[config.mk]
export PLATFORM = sky130hd
export DESIGN_NAME = ibp_top
export DESIGN_NICKNAME = d
export VERILOG_FILES = /design/src/include/ibp_pkg.sv /design/src/rtl/ibp_ee_shift.sv /design/src/rtl/ibp_top.sv
export SDC_FILE = /design/constraint.sdc
export NUM_CORES = 1
export LEC_CHECK = 0
export BUFFER_PORTS_ARGS = -buffer_cell sky130_fd_sc_hd__buf_2
export CAP_MARGIN = 20
export CORE_MARGIN = 10
export CORE_UTILIZATION = 44
export DETAILED_ROUTE_END_ITERATION = 16
export PLACE_DENSITY = 0.82
export SYNTH_ARGS = -nofsm -noshare
export SYNTH_HDL_FRONTEND = slang
export SYNTH_HIERARCHICAL = 1
export SYNTH_SLANG_ARGS = --single-unit
[constraint.sdc]
create_clock -name CLOCK -period 1.4 [get_ports CLOCK]
set_input_delay 0.07 -clock CLOCK [delete_from_list [all_inputs] [get_ports CLOCK]]
set_output_delay 0.07 -clock CLOCK [all_outputs]
set_load 0.02 [all_outputs]
[src/include/ibp_pkg.sv]
// constants and types for the isa bus and board pin control block
// assumes a single 250 MHz clock domain and plain-port configuration bits
// Functional notes
// RULE_01: after an honoured dma acknowledge, assert master to claim the bus
// RULE_02: as current master, drive memory read or write strobe low per cycle
// RULE_03: ignore dma acknowledge while refresh is active
// RULE_04: while reset is held, reset everything and park outputs inactive; the eeprom pin and flag registers clear on RST_N and sleep only, not on RESET
// RULE_05: host holds reset for at least ten crystal periods
// RULE_06: device resets itself at power up without the reset pin
// RULE_07: drive system address as master, else decode it for slave matches
// RULE_08: driven system address bits 17-19 equal the unlatched bits 17-19
// RULE_09: drive byte high enable during own master transfers
// RULE_10: drive data on master writes and slave reads, capture otherwise
// RULE_11: address prom select on i/o reads of first 16 bytes, pass prom byte
// RULE_12: by default the shared pin acts as interrupt request fifteen
// RULE_13: boot prom select on block match with memory read and no refresh
// RULE_14: transceiver disable level follows polarity bit, inverted when set
// RULE_15: in external detect mode pin is reject input, or-ed with filter result
// RULE_16: leds active low; detect mode puts frame, data, clock on leds 1-3
// RULE_17: eeprom port bit set makes private bus bits 2,1,0 the eeprom pins
// RULE_18: shift busy only while shifting eeprom data after reset or reload
// RULE_19: shift busy input low flags an eeprom checksum error
// RULE_20: eeprom chip select under control register and during auto read
// RULE_21: sleep resets internally, parks outputs, ignores other inputs
// RULE_22: host waits half a second after sleep release before starting
// RULE_23: as master, stretch the bus cycle while channel ready is low
package ibp_pkg;
	localparam int          CLK_MHZ          = 250;
	localparam int          RESET_MIN_XTAL   = 10;     // crystal periods
	localparam int          XTAL_MHZ         = 20;
	localparam int          RESET_MIN_CYC    = (RESET_MIN_XTAL * CLK_MHZ + XTAL_MHZ - 1) / XTAL_MHZ;
	localparam int          CYC_PHASE        = 2;      // clocks per strobe phase
	localparam int          EE_BITS          = 16;     // bits shifted per auto read
	localparam int          EE_HALF_CYC      = 8;      // clocks per serial clock half period
	localparam int          CTL_EE_PORT_BIT  = 4;      // eeprom port enable in control word
	localparam int          CTL_RELOAD_BIT   = 14;     // eeprom reload request
	localparam int          PNP_XPOL_BIT     = 5;      // polarity bit in config 0xF0
	localparam logic [7:0]  PNP_CFG_REG      = 8'hF0;
	localparam logic [9:0]  IO_WIN_MASK      = 10'h3F0; // first 16 i/o bytes
	localparam logic [2:0]  POR_CYC          = 3'h7;    // power-up self reset length
	typedef enum logic [2:0] {IBP_IDLE, IBP_ADDR, IBP_STRB, IBP_WAIT, IBP_DONE} ibp_bus_t;
endpackage : ibp_pkg

[src/rtl/ibp_ee_shift.sv]
// eeprom serial read sequencer used after reset and on reload requests
// assumes inputs already synchronised by the top module
`timescale 1ns/10ps
`default_nettype none
module ibp_ee_shift
	import ibp_pkg::*;
(
	// clock and reset
	input  wire logic        clk,
	input  wire logic        rst_n,
	// control
	input  wire logic        start,
	input  wire logic        data_in,
	// status
	output logic             busy,
	output logic             sclk,
	output logic             csel,
	output logic [EE_BITS-1:0] word
);
	logic [4:0] bit_cnt;
	logic [3:0] half_cnt;

	// bit clock generator and shifter; a start while busy is absorbed
	always_ff @(posedge clk) begin
		if (!rst_n) begin
			busy     <= 1'b0;
			sclk     <= 1'b0;
			csel     <= 1'b0;
			bit_cnt  <= 5'h00;
			half_cnt <= 4'h0;
			word     <= '0;
		end else if (!busy) begin
			sclk <= 1'b0;
			if (start) begin
				busy    <= 1'b1;    // RULE_18
				csel    <= 1'b1;    // RULE_20
				bit_cnt <= 5'h00;
			end
		end else if (half_cnt == 4'(EE_HALF_CYC - 1)) begin
			half_cnt <= 4'h0;
			sclk     <= ~sclk;
			if (!sclk) begin
				word <= {word[EE_BITS-2:0], data_in};
			end else if (bit_cnt == 5'(EE_BITS - 1)) begin
				busy <= 1'b0;       // RULE_18
				csel <= 1'b0;
			end else begin
				bit_cnt <= bit_cnt + 5'h01;
			end
		end else begin
			half_cnt <= half_cnt + 4'h1;
		end
	end

	busy_bound_a: assert property (@(posedge clk) disable iff (!rst_n)
		$rose(busy) |-> ##[1:600] !busy) else $error("shift never ends"); // RULE_18
	cs_busy_a: assert property (@(posedge clk) disable iff (!rst_n)
		busy |-> csel) else $error("chip select dropped while shifting"); // RULE_20
endmodule : ibp_ee_shift
`default_nettype wire

[src/rtl/ibp_top.sv]
// isa bus master sequencing, slave decode and board pin control
// assumes pins are resolved by the bench from output enables; one clock
`timescale 1ns/10ps
`default_nettype none
module ibp_top
	import ibp_pkg::*;
(
	// clock and reset
	input  wire logic        CLOCK,
	input  wire logic        RST_N,
	input  wire logic        RESET,
	input  wire logic        SLEEP_N,
	// dma handshake
	input  wire logic        DMA_REQ,
	input  wire logic        DACK_N,
	input  wire logic        REF_N,
	output logic             MASTER_N,
	// master cycle request from the core
	input  wire logic        XFER_WRITE,
	input  wire logic [23:0] XFER_ADDR,
	input  wire logic        XFER_HIGH,
	input  wire logic [15:0] XFER_WDATA,
	output logic             XFER_DONE,
	output logic [15:0]      XFER_RDATA,
	input  wire logic        IOCHRDY,
	// memory strobes
	output logic             MEMR_N_O,
	output logic             MEMW_N_O,
	output logic             MEMS_OE,
	input  wire logic        MEMR_N_I,
	// address and byte enable
	input  wire logic [19:0] SA_I,
	output logic [19:0]      SA_O,
	output logic             SA_OE,
	output logic [23:17]     LA_O,
	output logic             SBHE_N_O,
	input  wire logic        AEN,
	input  wire logic        IOR_N,
	input  wire logic        IOW_N,
	// data bus
	input  wire logic [15:0] SD_I,
	output logic [15:0]      SD_O,
	output logic             SD_OE,
	output logic [15:0]      SLAVE_WDATA,
	input  wire logic [15:0] SLAVE_RDATA,
	// decode configuration
	input  wire logic [9:0]  IO_BASE,
	input  wire logic [19:14] PROM_BASE,
	input  wire logic        ADDR_PROM_SELECT_MODE,
	input  wire logic        IRQ_LEVEL,
	output logic             IRQ15_ADDR_PROM_SELECT_N,
	output logic             BOOT_PROM_SELECT_N,
	input  wire logic [7:0]  PRIVATE_PROM_BUS_I,
	output logic [2:0]       PRIVATE_PROM_BUS_O,
	output logic             PRIVATE_PROM_BUS_OE,
	// transceiver and leds
	input  wire logic        XCVR_DISABLE_POLARITY,
	input  wire logic        TP_ACTIVE,
	input  wire logic        EXT_ADDR_DETECT_MODE,
	input  wire logic        EXT_ADDR_REJECT_N,
	input  wire logic        FILTER_REJECT,
	output logic             XCVR_DISABLE_OUT,
	output logic             XCVR_DISABLE_OE,
	output logic             FRAME_REJECT,
	input  wire logic [3:0]  LED_STATUS,
	input  wire logic        START_FRAME_BYTE_DELIM,
	input  wire logic        SERIAL_RX_DATA,
	input  wire logic        SERIAL_RX_CLOCK,
	output logic [3:0]       LED_N,
	// eeprom control
	input  wire logic [15:0] EEPROM_CONTROL_REG,
	input  wire logic        EEPROM_RELOAD_BIT,
	input  wire logic        EEPROM_SHIFT_BUSY_I,
	output logic             EEPROM_SHIFT_BUSY_O,
	output logic             EEPROM_CHIP_SELECT,
	output logic             EEPROM_CHECKSUM_ERR,
	output logic [15:0]      EEPROM_WORD,
	output logic             SLEEPING
);
	logic [1:0]  s_sleep, s_dack, s_ref, s_rdy, s_aen, s_ior, s_iow, s_memr, s_ear, s_sbusy;
	logic [19:0] s1_sa, sa_q;
	logic [15:0] s1_sd, sd_q;
	logic [7:0]  s1_pb, pb_q;
	logic [2:0]  por_cnt = 3'h0;
	logic [1:0]  s_rst;
	logic        rst_i, reload_q, ee_start, ee_busy, ee_sclk, ee_cs;
	logic [15:0] ee_word;
	logic        req_win, is_master, io_hit, prom_hit;
	logic [1:0]  ph_cnt;
	ibp_bus_t    st, next_st;

	function automatic logic io_match(input logic [19:0] a, input logic [9:0] base);
		io_match = (a[9:0] & IO_WIN_MASK) == (base & IO_WIN_MASK);
	endfunction : io_match

	// two-stage synchronisers for every pin input except RST_N and DMA_REQ
	always_ff @(posedge CLOCK) begin
		s_sleep <= {s_sleep[0], SLEEP_N};
		s_rst   <= {s_rst[0], RESET};
		s_dack  <= {s_dack[0], DACK_N};
		s_ref   <= {s_ref[0], REF_N};
		s_rdy   <= {s_rdy[0], IOCHRDY};
		s_aen   <= {s_aen[0], AEN};
		s_ior   <= {s_ior[0], IOR_N};
		s_iow   <= {s_iow[0], IOW_N};
		s_memr  <= {s_memr[0], MEMR_N_I};
		s_ear   <= {s_ear[0], EXT_ADDR_REJECT_N};
		s_sbusy <= {s_sbusy[0], EEPROM_SHIFT_BUSY_I};
		s1_sa   <= SA_I;
		sa_q    <= s1_sa;
		s1_sd   <= SD_I;
		sd_q    <= s1_sd;
		s1_pb   <= PRIVATE_PROM_BUS_I;
		pb_q    <= s1_pb;
	end

	// power-up self reset; the counter's initial value stands in for power-on
	always_ff @(posedge CLOCK) begin
		if (por_cnt != POR_CYC)
			por_cnt <= por_cnt + 3'h1; // RULE_06
	end

	// internal reset merges pin reset, sleep and power-up; held inputs may bounce
	always_ff @(posedge CLOCK) begin
		if (!RST_N) begin
			rst_i <= 1'b1;
		end else begin
			rst_i <= s_rst[1] || !s_sleep[1] || por_cnt != POR_CYC; // RULE_04 RULE_21
		end
	end

	// acknowledge during refresh is treated as noise
	assign req_win   = DMA_REQ && !s_dack[1] && s_ref[1]; // RULE_03
	assign is_master = st != IBP_IDLE;

	// bus master cycle sequencer
	always_comb begin
		next_st = st;
		unique case (st)
			IBP_IDLE: if (req_win) next_st = IBP_ADDR; // RULE_01
			IBP_ADDR: if (ph_cnt == 2'(CYC_PHASE - 1)) next_st = IBP_STRB;
			IBP_STRB: if (ph_cnt == 2'(CYC_PHASE - 1)) next_st = IBP_WAIT;
			IBP_WAIT: if (s_rdy[1]) next_st = IBP_DONE; // RULE_23
			IBP_DONE: next_st = IBP_IDLE;
		endcase
	end

	always_ff @(posedge CLOCK) begin
		if (!RST_N || rst_i) begin
			st     <= IBP_IDLE;
			ph_cnt <= 2'h0;
		end else begin
			st     <= next_st;
			ph_cnt <= (next_st != st) ? 2'h0 : ph_cnt + 2'h1;
		end
	end

	// master-side pin drive; strobes span strobe and wait states
	always_ff @(posedge CLOCK) begin
		if (!RST_N || rst_i) begin
			MASTER_N   <= 1'b1;
			MEMR_N_O   <= 1'b1;
			MEMW_N_O   <= 1'b1;
			MEMS_OE    <= 1'b0;
			SA_O       <= 20'h00000;
			SA_OE      <= 1'b0;
			LA_O       <= 7'h00;
			SBHE_N_O   <= 1'b1;
			XFER_DONE  <= 1'b0;
			XFER_RDATA <= 16'h0000;
		end else begin
			MASTER_N  <= !(is_master || next_st != IBP_IDLE); // RULE_01
			MEMS_OE   <= next_st != IBP_IDLE;
			SA_OE     <= next_st != IBP_IDLE; // RULE_07
			SA_O      <= {XFER_ADDR[19:17], XFER_ADDR[16:0]};
			LA_O      <= XFER_ADDR[23:17]; // RULE_08
			SBHE_N_O  <= !(XFER_HIGH && next_st != IBP_IDLE); // RULE_09
			MEMR_N_O  <= !(!XFER_WRITE && (next_st == IBP_STRB || next_st == IBP_WAIT)); // RULE_02
			MEMW_N_O  <= !(XFER_WRITE && (next_st == IBP_STRB || next_st == IBP_WAIT)); // RULE_02
			XFER_DONE <= st == IBP_WAIT && next_st == IBP_DONE;
			if (st == IBP_WAIT && s_rdy[1] && !XFER_WRITE)
				XFER_RDATA <= sd_q; // RULE_10
		end
	end

	// slave decode runs only while another master owns the address lines
	assign io_hit   = !is_master && !s_aen[1] && io_match(sa_q, IO_BASE); // RULE_07
	assign prom_hit = !is_master && sa_q[19:14] == PROM_BASE && !s_memr[1] && s_ref[1]; // RULE_13

	// data bus, prom selects and slave capture
	always_ff @(posedge CLOCK) begin
		if (!RST_N || rst_i) begin
			SD_O               <= 16'h0000;
			SD_OE              <= 1'b0;
			SLAVE_WDATA        <= 16'h0000;
			IRQ15_ADDR_PROM_SELECT_N       <= 1'b1;
			BOOT_PROM_SELECT_N <= 1'b1;
		end else begin
			BOOT_PROM_SELECT_N <= !prom_hit; // RULE_13
			IRQ15_ADDR_PROM_SELECT_N <= ADDR_PROM_SELECT_MODE ? !(io_hit && !s_ior[1] && sa_q[3:0] <= 4'hF) // RULE_11
			                          : !IRQ_LEVEL; // RULE_12
			if (is_master) begin
				SD_OE <= XFER_WRITE && next_st != IBP_ADDR && next_st != IBP_IDLE; // RULE_10
				SD_O  <= XFER_WDATA;
			end else if (prom_hit || (ADDR_PROM_SELECT_MODE && io_hit && !s_ior[1])) begin
				SD_OE <= 1'b1;
				SD_O  <= {8'h00, pb_q}; // RULE_11 RULE_13
			end else begin
				SD_OE <= io_hit && !s_ior[1]; // RULE_10
				SD_O  <= SLAVE_RDATA;
			end
			if (io_hit && !s_iow[1])
				SLAVE_WDATA <= sd_q; // RULE_10
		end
	end

	// transceiver disable, reject merge and leds
	always_ff @(posedge CLOCK) begin
		if (!RST_N || rst_i) begin
			XCVR_DISABLE_OUT <= !XCVR_DISABLE_POLARITY; // sleep level: twisted pair state
			XCVR_DISABLE_OE  <= 1'b1;
			FRAME_REJECT     <= 1'b0;
			LED_N            <= 4'hF;
		end else begin
			XCVR_DISABLE_OE  <= !EXT_ADDR_DETECT_MODE; // RULE_15
			XCVR_DISABLE_OUT <= TP_ACTIVE ^ XCVR_DISABLE_POLARITY; // RULE_14
			FRAME_REJECT     <= FILTER_REJECT || (EXT_ADDR_DETECT_MODE && !s_ear[1]); // RULE_15
			LED_N[0] <= !LED_STATUS[0]; // RULE_16
			LED_N[1] <= EXT_ADDR_DETECT_MODE ? !START_FRAME_BYTE_DELIM : !LED_STATUS[1]; // RULE_16
			LED_N[2] <= EXT_ADDR_DETECT_MODE ? !SERIAL_RX_DATA : !LED_STATUS[2]; // RULE_16
			LED_N[3] <= EXT_ADDR_DETECT_MODE ? !SERIAL_RX_CLOCK : !LED_STATUS[3]; // RULE_16
		end
	end

	// reload edge and the automatic read at the end of an internal reset
	always_ff @(posedge CLOCK) begin
		if (!RST_N) begin
			reload_q <= 1'b0;
			ee_start <= 1'b0;
		end else begin
			reload_q <= EEPROM_RELOAD_BIT;
			ee_start <= (EEPROM_RELOAD_BIT && !reload_q) || (rst_i && !(s_rst[1] || !s_sleep[1])); // RULE_18
		end
	end

	ibp_ee_shift u_shift (
		.clk     (CLOCK),
		.rst_n   (RST_N && !(s_rst[1] || !s_sleep[1])),
		.start   (ee_start),
		.data_in (pb_q[2]),
		.busy    (ee_busy),
		.sclk    (ee_sclk),
		.csel    (ee_cs),
		.word    (ee_word)
	);

	// eeprom pin ownership and checksum flag
	always_ff @(posedge CLOCK) begin
		if (!RST_N || !s_sleep[1]) begin
			PRIVATE_PROM_BUS_O  <= 3'h0;
			PRIVATE_PROM_BUS_OE <= 1'b0;
			EEPROM_CHIP_SELECT  <= 1'b0;
			EEPROM_SHIFT_BUSY_O <= 1'b0;
			EEPROM_CHECKSUM_ERR <= 1'b0;
			EEPROM_WORD         <= 16'h0000;
			SLEEPING            <= !RST_N ? 1'b0 : 1'b1;
		end else begin
			SLEEPING <= 1'b0;
			PRIVATE_PROM_BUS_OE <= ee_busy || EEPROM_CONTROL_REG[CTL_EE_PORT_BIT]; // RULE_17
			PRIVATE_PROM_BUS_O  <= ee_busy ? {1'b0, 1'b0, ee_sclk}
			                               : {1'b0, EEPROM_CONTROL_REG[1:0]}; // RULE_17
			EEPROM_CHIP_SELECT  <= ee_cs || (EEPROM_CONTROL_REG[CTL_EE_PORT_BIT]
			                                 && EEPROM_CONTROL_REG[2]); // RULE_20
			EEPROM_SHIFT_BUSY_O <= ee_busy; // RULE_18
			if (ee_busy && !s_sbusy[1])
				EEPROM_CHECKSUM_ERR <= 1'b1; // RULE_19
			else if (ee_start)
				EEPROM_CHECKSUM_ERR <= 1'b0;
			if (!ee_busy)
				EEPROM_WORD <= ee_word;
		end
	end

	ref_mask_a: assert property (@(posedge CLOCK) disable iff (!RST_N || rst_i)
		(st == IBP_IDLE && !s_ref[1]) |=> st == IBP_IDLE) else $error("dack taken in refresh"); // RULE_03
	master_on_a: assert property (@(posedge CLOCK) disable iff (!RST_N || rst_i)
		(st == IBP_ADDR) |-> !MASTER_N) else $error("master not asserted"); // RULE_01
	ready_hold_a: assert property (@(posedge CLOCK) disable iff (!RST_N || rst_i)
		(st == IBP_WAIT && !s_rdy[1]) |=> st == IBP_WAIT) else $error("cycle not stretched"); // RULE_23
	strobe_dir_a: assert property (@(posedge CLOCK) disable iff (!RST_N || rst_i)
		!(MEMR_N_O == 1'b0 && MEMW_N_O == 1'b0)) else $error("both strobes low"); // RULE_02
	addr_own_a: assert property (@(posedge CLOCK) disable iff (!RST_N || rst_i)
		SA_OE |-> SA_O[19:17] == LA_O[19:17]) else $error("upper address mismatch"); // RULE_08
	reset_park_a: assert property (@(posedge CLOCK) disable iff (!RST_N)
		$past(rst_i) |-> (MASTER_N && !SA_OE && !SD_OE && LED_N == 4'hF)) else $error("outputs live in reset"); // RULE_04
	xcvr_pol_a: assert property (@(posedge CLOCK) disable iff (!RST_N || rst_i)
		$past(RST_N) && !$past(rst_i) &&
		$past(XCVR_DISABLE_POLARITY) == $past(XCVR_DISABLE_POLARITY, 2) && $past(TP_ACTIVE) == $past(TP_ACTIVE, 2)
		|-> XCVR_DISABLE_OUT == ($past(TP_ACTIVE) ^ $past(XCVR_DISABLE_POLARITY))) else $error("xcvr level wrong"); // RULE_14
	prom_sel_a: assert property (@(posedge CLOCK) disable iff (!RST_N || rst_i)
		!BOOT_PROM_SELECT_N |-> $past(s_ref[1])) else $error("prom select in refresh"); // RULE_13
endmodule : ibp_top
`default_nettype wire

==> metrics.md <==
| Metric | Value |
|---|---|
| Status | finished, violations left |
| Failing checks | negative setup slack |
| HP Class | primary input to flip-flop |
| Startpoint types | flip-flop |
| # nets final | 1305 |
| Fin. Hold Viols | 0 |
| Clock buffer count from CTS | 25 |
| First-pass GRT wire length | 40200 um |
| CTS tree | yes |
| I/O pin total | 278 |
| Global placer's final weighted congestion | 0.881 |
| Critical path class | flip-flop to flip-flop |
| Max-cap viol count | 0 |
| Critical Path Fanout Max | 16 |
| Worst-Skew Late Latency | 0.53 ns |
| Final slew viol count | 0 |
| Area of the multi-input gates | 2960 um2 |
| CP endpoint kind | flip-flop |
| Ys Warns | 6 |
| Die span in y | 153 um |
| Synth-to-layout area growth | 58.1% |
| Final setup margin | -0.280 ns |
| Worst IR Drop VDD | 0.00120 V |
| Die Width | 153 um |
| Global Route Usage Sum | 0.209 |
| LEAKAGE | 5.44 nW |
| Non-filler cells in the finished layout | 1380 |
| XOR/XNOR Fraction of Synth Area | 0.0181 |
| Distinct cells, synth | 58 |
| Remaining Overflow, GRT | 0 |
| Largest net degree at the start of global routing | 34 |
| Synth top area share | 0.624 |
| Vias per cell | 5.21 |
| Fmax achieved | 595 MHz |
| Placed instance area | 9600 um2 |
| DRC | 0 |
| Unrepaired setup endpoints after global routing | true |
| DR iter-0 viols | 434 |
| Synth Area in Compound Gates | 0.0797 |
| Tcrit/Tclk final | 1.20 |
| Final setup viols | 55 |
| Core ar. | 17300 um2 |
| Sequential fraction of the synthesis area | 0.635 |
| Post-DP HPWL | 16400 um |
| Setup_tns | -7.47 ns |
| Port Buf Inserts | 252 |
| Final Cell Area | 12200 um2 |
| Clk sinks | 244 |
| DR pass1 iterations | 5 |
| WL/cell | 21.0 um |
| Synth area leaders | dfxtp_1, mux2i_1, nand2_1 |
| Row count | 48 |
| Placed cells | 1199 |
| Clock-pin slew on the worst setup and hold paths | 0.06 ns |
| Crit path from | sa_q[8] |
| Gate Count Post-Synth | 711 |
| FF+latch count, synth | 244 |
| Pwr dens | 1210 nW/um2 |
| Required @ worst endpoint | 1.81 ns |
| Clock Path Buffers | 3 |
| Initial Util | 0.447 |
| Async SR Flop Fraction | 0 |
| Primary FF master, synth | dfxtp_1 |
| Filler cells | 1104 |
| CTS Root Cell | clkbuf_16 |
| Yosys top cell by area | dfxtp_1 |
| Post-route ant nets | 0 |
| Simple-Gate Fraction of Synth Area | 0.171 |
| H-tree depth | 1 |
| Hold path start | PROM_BASE[18] |
| Commonest cells after routing, fill and taps aside | buf_2, dfxtp_1, dlygate4sd3_1 |
| Adder-cell share of the synthesized area | 0.00970 |
| Vias in the first global route | 7319 |
| Worst EP arrival | 2.09 ns |
| Largest family of logic cells by synthesized area | simple AND/OR/NAND/NOR gates |
| Via count | 7196 |
| Initial antenna violation count | 2 |
| Drt total wl | 29000 um |
| Fin crit period | 1.68 ns |
| Register area | 4920 um2 |
| Post-synthesis mux area share | 0.0509 |
| Post-synth EDFFs | 3 |
| Worst r2r src | sa_q[8] |
| DIE AREA | 23300 um2 |
| Layout cell share with drive strength beyond 1 | 0.388 |
| Syn Nets | 879 |
| Synthesized area | 7740 um2 |
| Mean post-synth cell area | 10.9 um2 |
| Commonest non-fill, non-tap cell in the layout | buf_2 |
| Clock Skews | 0.0145 ns |
-- routing by layer --
metal | vias up | GRT usage | routed length (um)
li1 | 3286 | - | -
met1 | 3380 | 0.227 | 10600
met2 | 437 | 0.382 | 14700
met3 | 93 | 0.0587 | 2380
met4 | 0 | 0.0640 | 1350
met5 | - | 0 | 0
-- worst max-delay path: stages, from the launching register on --
cell     delay, ns
dfxtp_2       0.33
xor2_2        0.16
nor4_4        0.34
buf_4         0.19
nand3_4       0.08
buf_12        0.17
mux2i_1       0.21
nor2_1        0.08
-- worst paths after layout --
check,to,slack [ns],depth (start not counted)
max,SLAVE_WDATA[1],-0.28,7
min,BOOT_PROM_SELECT_N,0.06,5
max reg2reg,SLAVE_WDATA[1],-0.28,7
min reg2reg,sa_q[18],0.32,0
-- synth_stat cells, types with 2 or more instances --
library cell  count
a21boi_0          8
a21boi_1         12
a21oi_1          30
a32oi_1           8
and2_1           26
and3_1            3
and3b_1           2
and4_1            2
buf_1             4
buf_2            12
buf_4             8
clkbuf_1         18
clkbuf_2          2
dfxtp_1         241
edfxtp_1          3
ha_1              6
inv_1            11
mux2_2            3
mux2i_1          36
nand2_1          64
nand2b_1          6
nand3_1          39
nand3b_1          6
nand4_1          22
nor2_1           50
nor2_4            2
nor2b_1           4
nor3_1            5
o2111ai_1         4
o211ai_1          2
o21ai_0          25
or3_1             6
or4_1             2
xnor2_1           9
xor2_1            7
-- timing repair --
| item | in CTS | in global routing |
|---|---|---|
| resized for setup | 16 | 108 |
| hold buffers | 132 | 0 |
| pin swaps | 5 | 45 |
| setup endpoints to repair | 59 | 80 |
| hold endpoints to repair | 109 | 0 |
| buffers inserted | 1 | 3 |
-- state kept, by name (all words and copies together) (netlist names), 3 cells and up --
name              cells
SA_O                 19
EEPROM_WORD          16
SD_O                 16
SLAVE_WDATA          16
XFER_RDATA           16
s1_sd                16
sd_q                 16
u_shift/word         16
s1_sa                12
sa_q                 12
pb_q                  8
s1_pb                 8
LA_O                  5
u_shift/bit_cnt       5
LED_N                 4
u_shift/half_cnt      4
por_cnt               3
st                    3
-- area by class of cell --
cell class	count	share of cell area
Multi-Input combinational cell	410	0.242
Antenna cell	3	0.000614
Inverter	12	0.00389
Tap cell	225	0.0230
Timing Repair Buffer	444	0.260
Sequential cell	244	0.403
Clock inverter	9	0.00921
Clock buffer	33	0.0585
-- through the flow --
step	total power [mW]	worst slack, ns	hold slack [ns]	utilization
after floorplan	7.47	-0.116	0.0977	-
final	14.8	-0.280	0.0645	0.707
after CTS	14.7	-0.165	0.0789	0.682
after global placement	7.74	-0.131	0.173	0.555
after global routing	15.1	-0.350	0.0814	0.707
after detailed placement	7.76	-0.171	0.174	0.555
-- kinds of logic after synthesis --
kind of cell / after synthesis
AOI/OAI and AO/OA: 98
xor gates and xnor gates: 16
adders and majority gates: 6
buffers and inverters: 57
DFF: 244
muxes: 39
other: 1
and+or+nand+nor: 250
-- report_power, final --
group	total [mW]	switching, mW	internal [mW]
sequential	7.20	0.0878	7.11
clock	6.77	2.81	3.96
combinational	0.788	0.303	0.484
total	14.8	3.20	11.6
No activity file was read; power rests on OpenSTA's default activity.
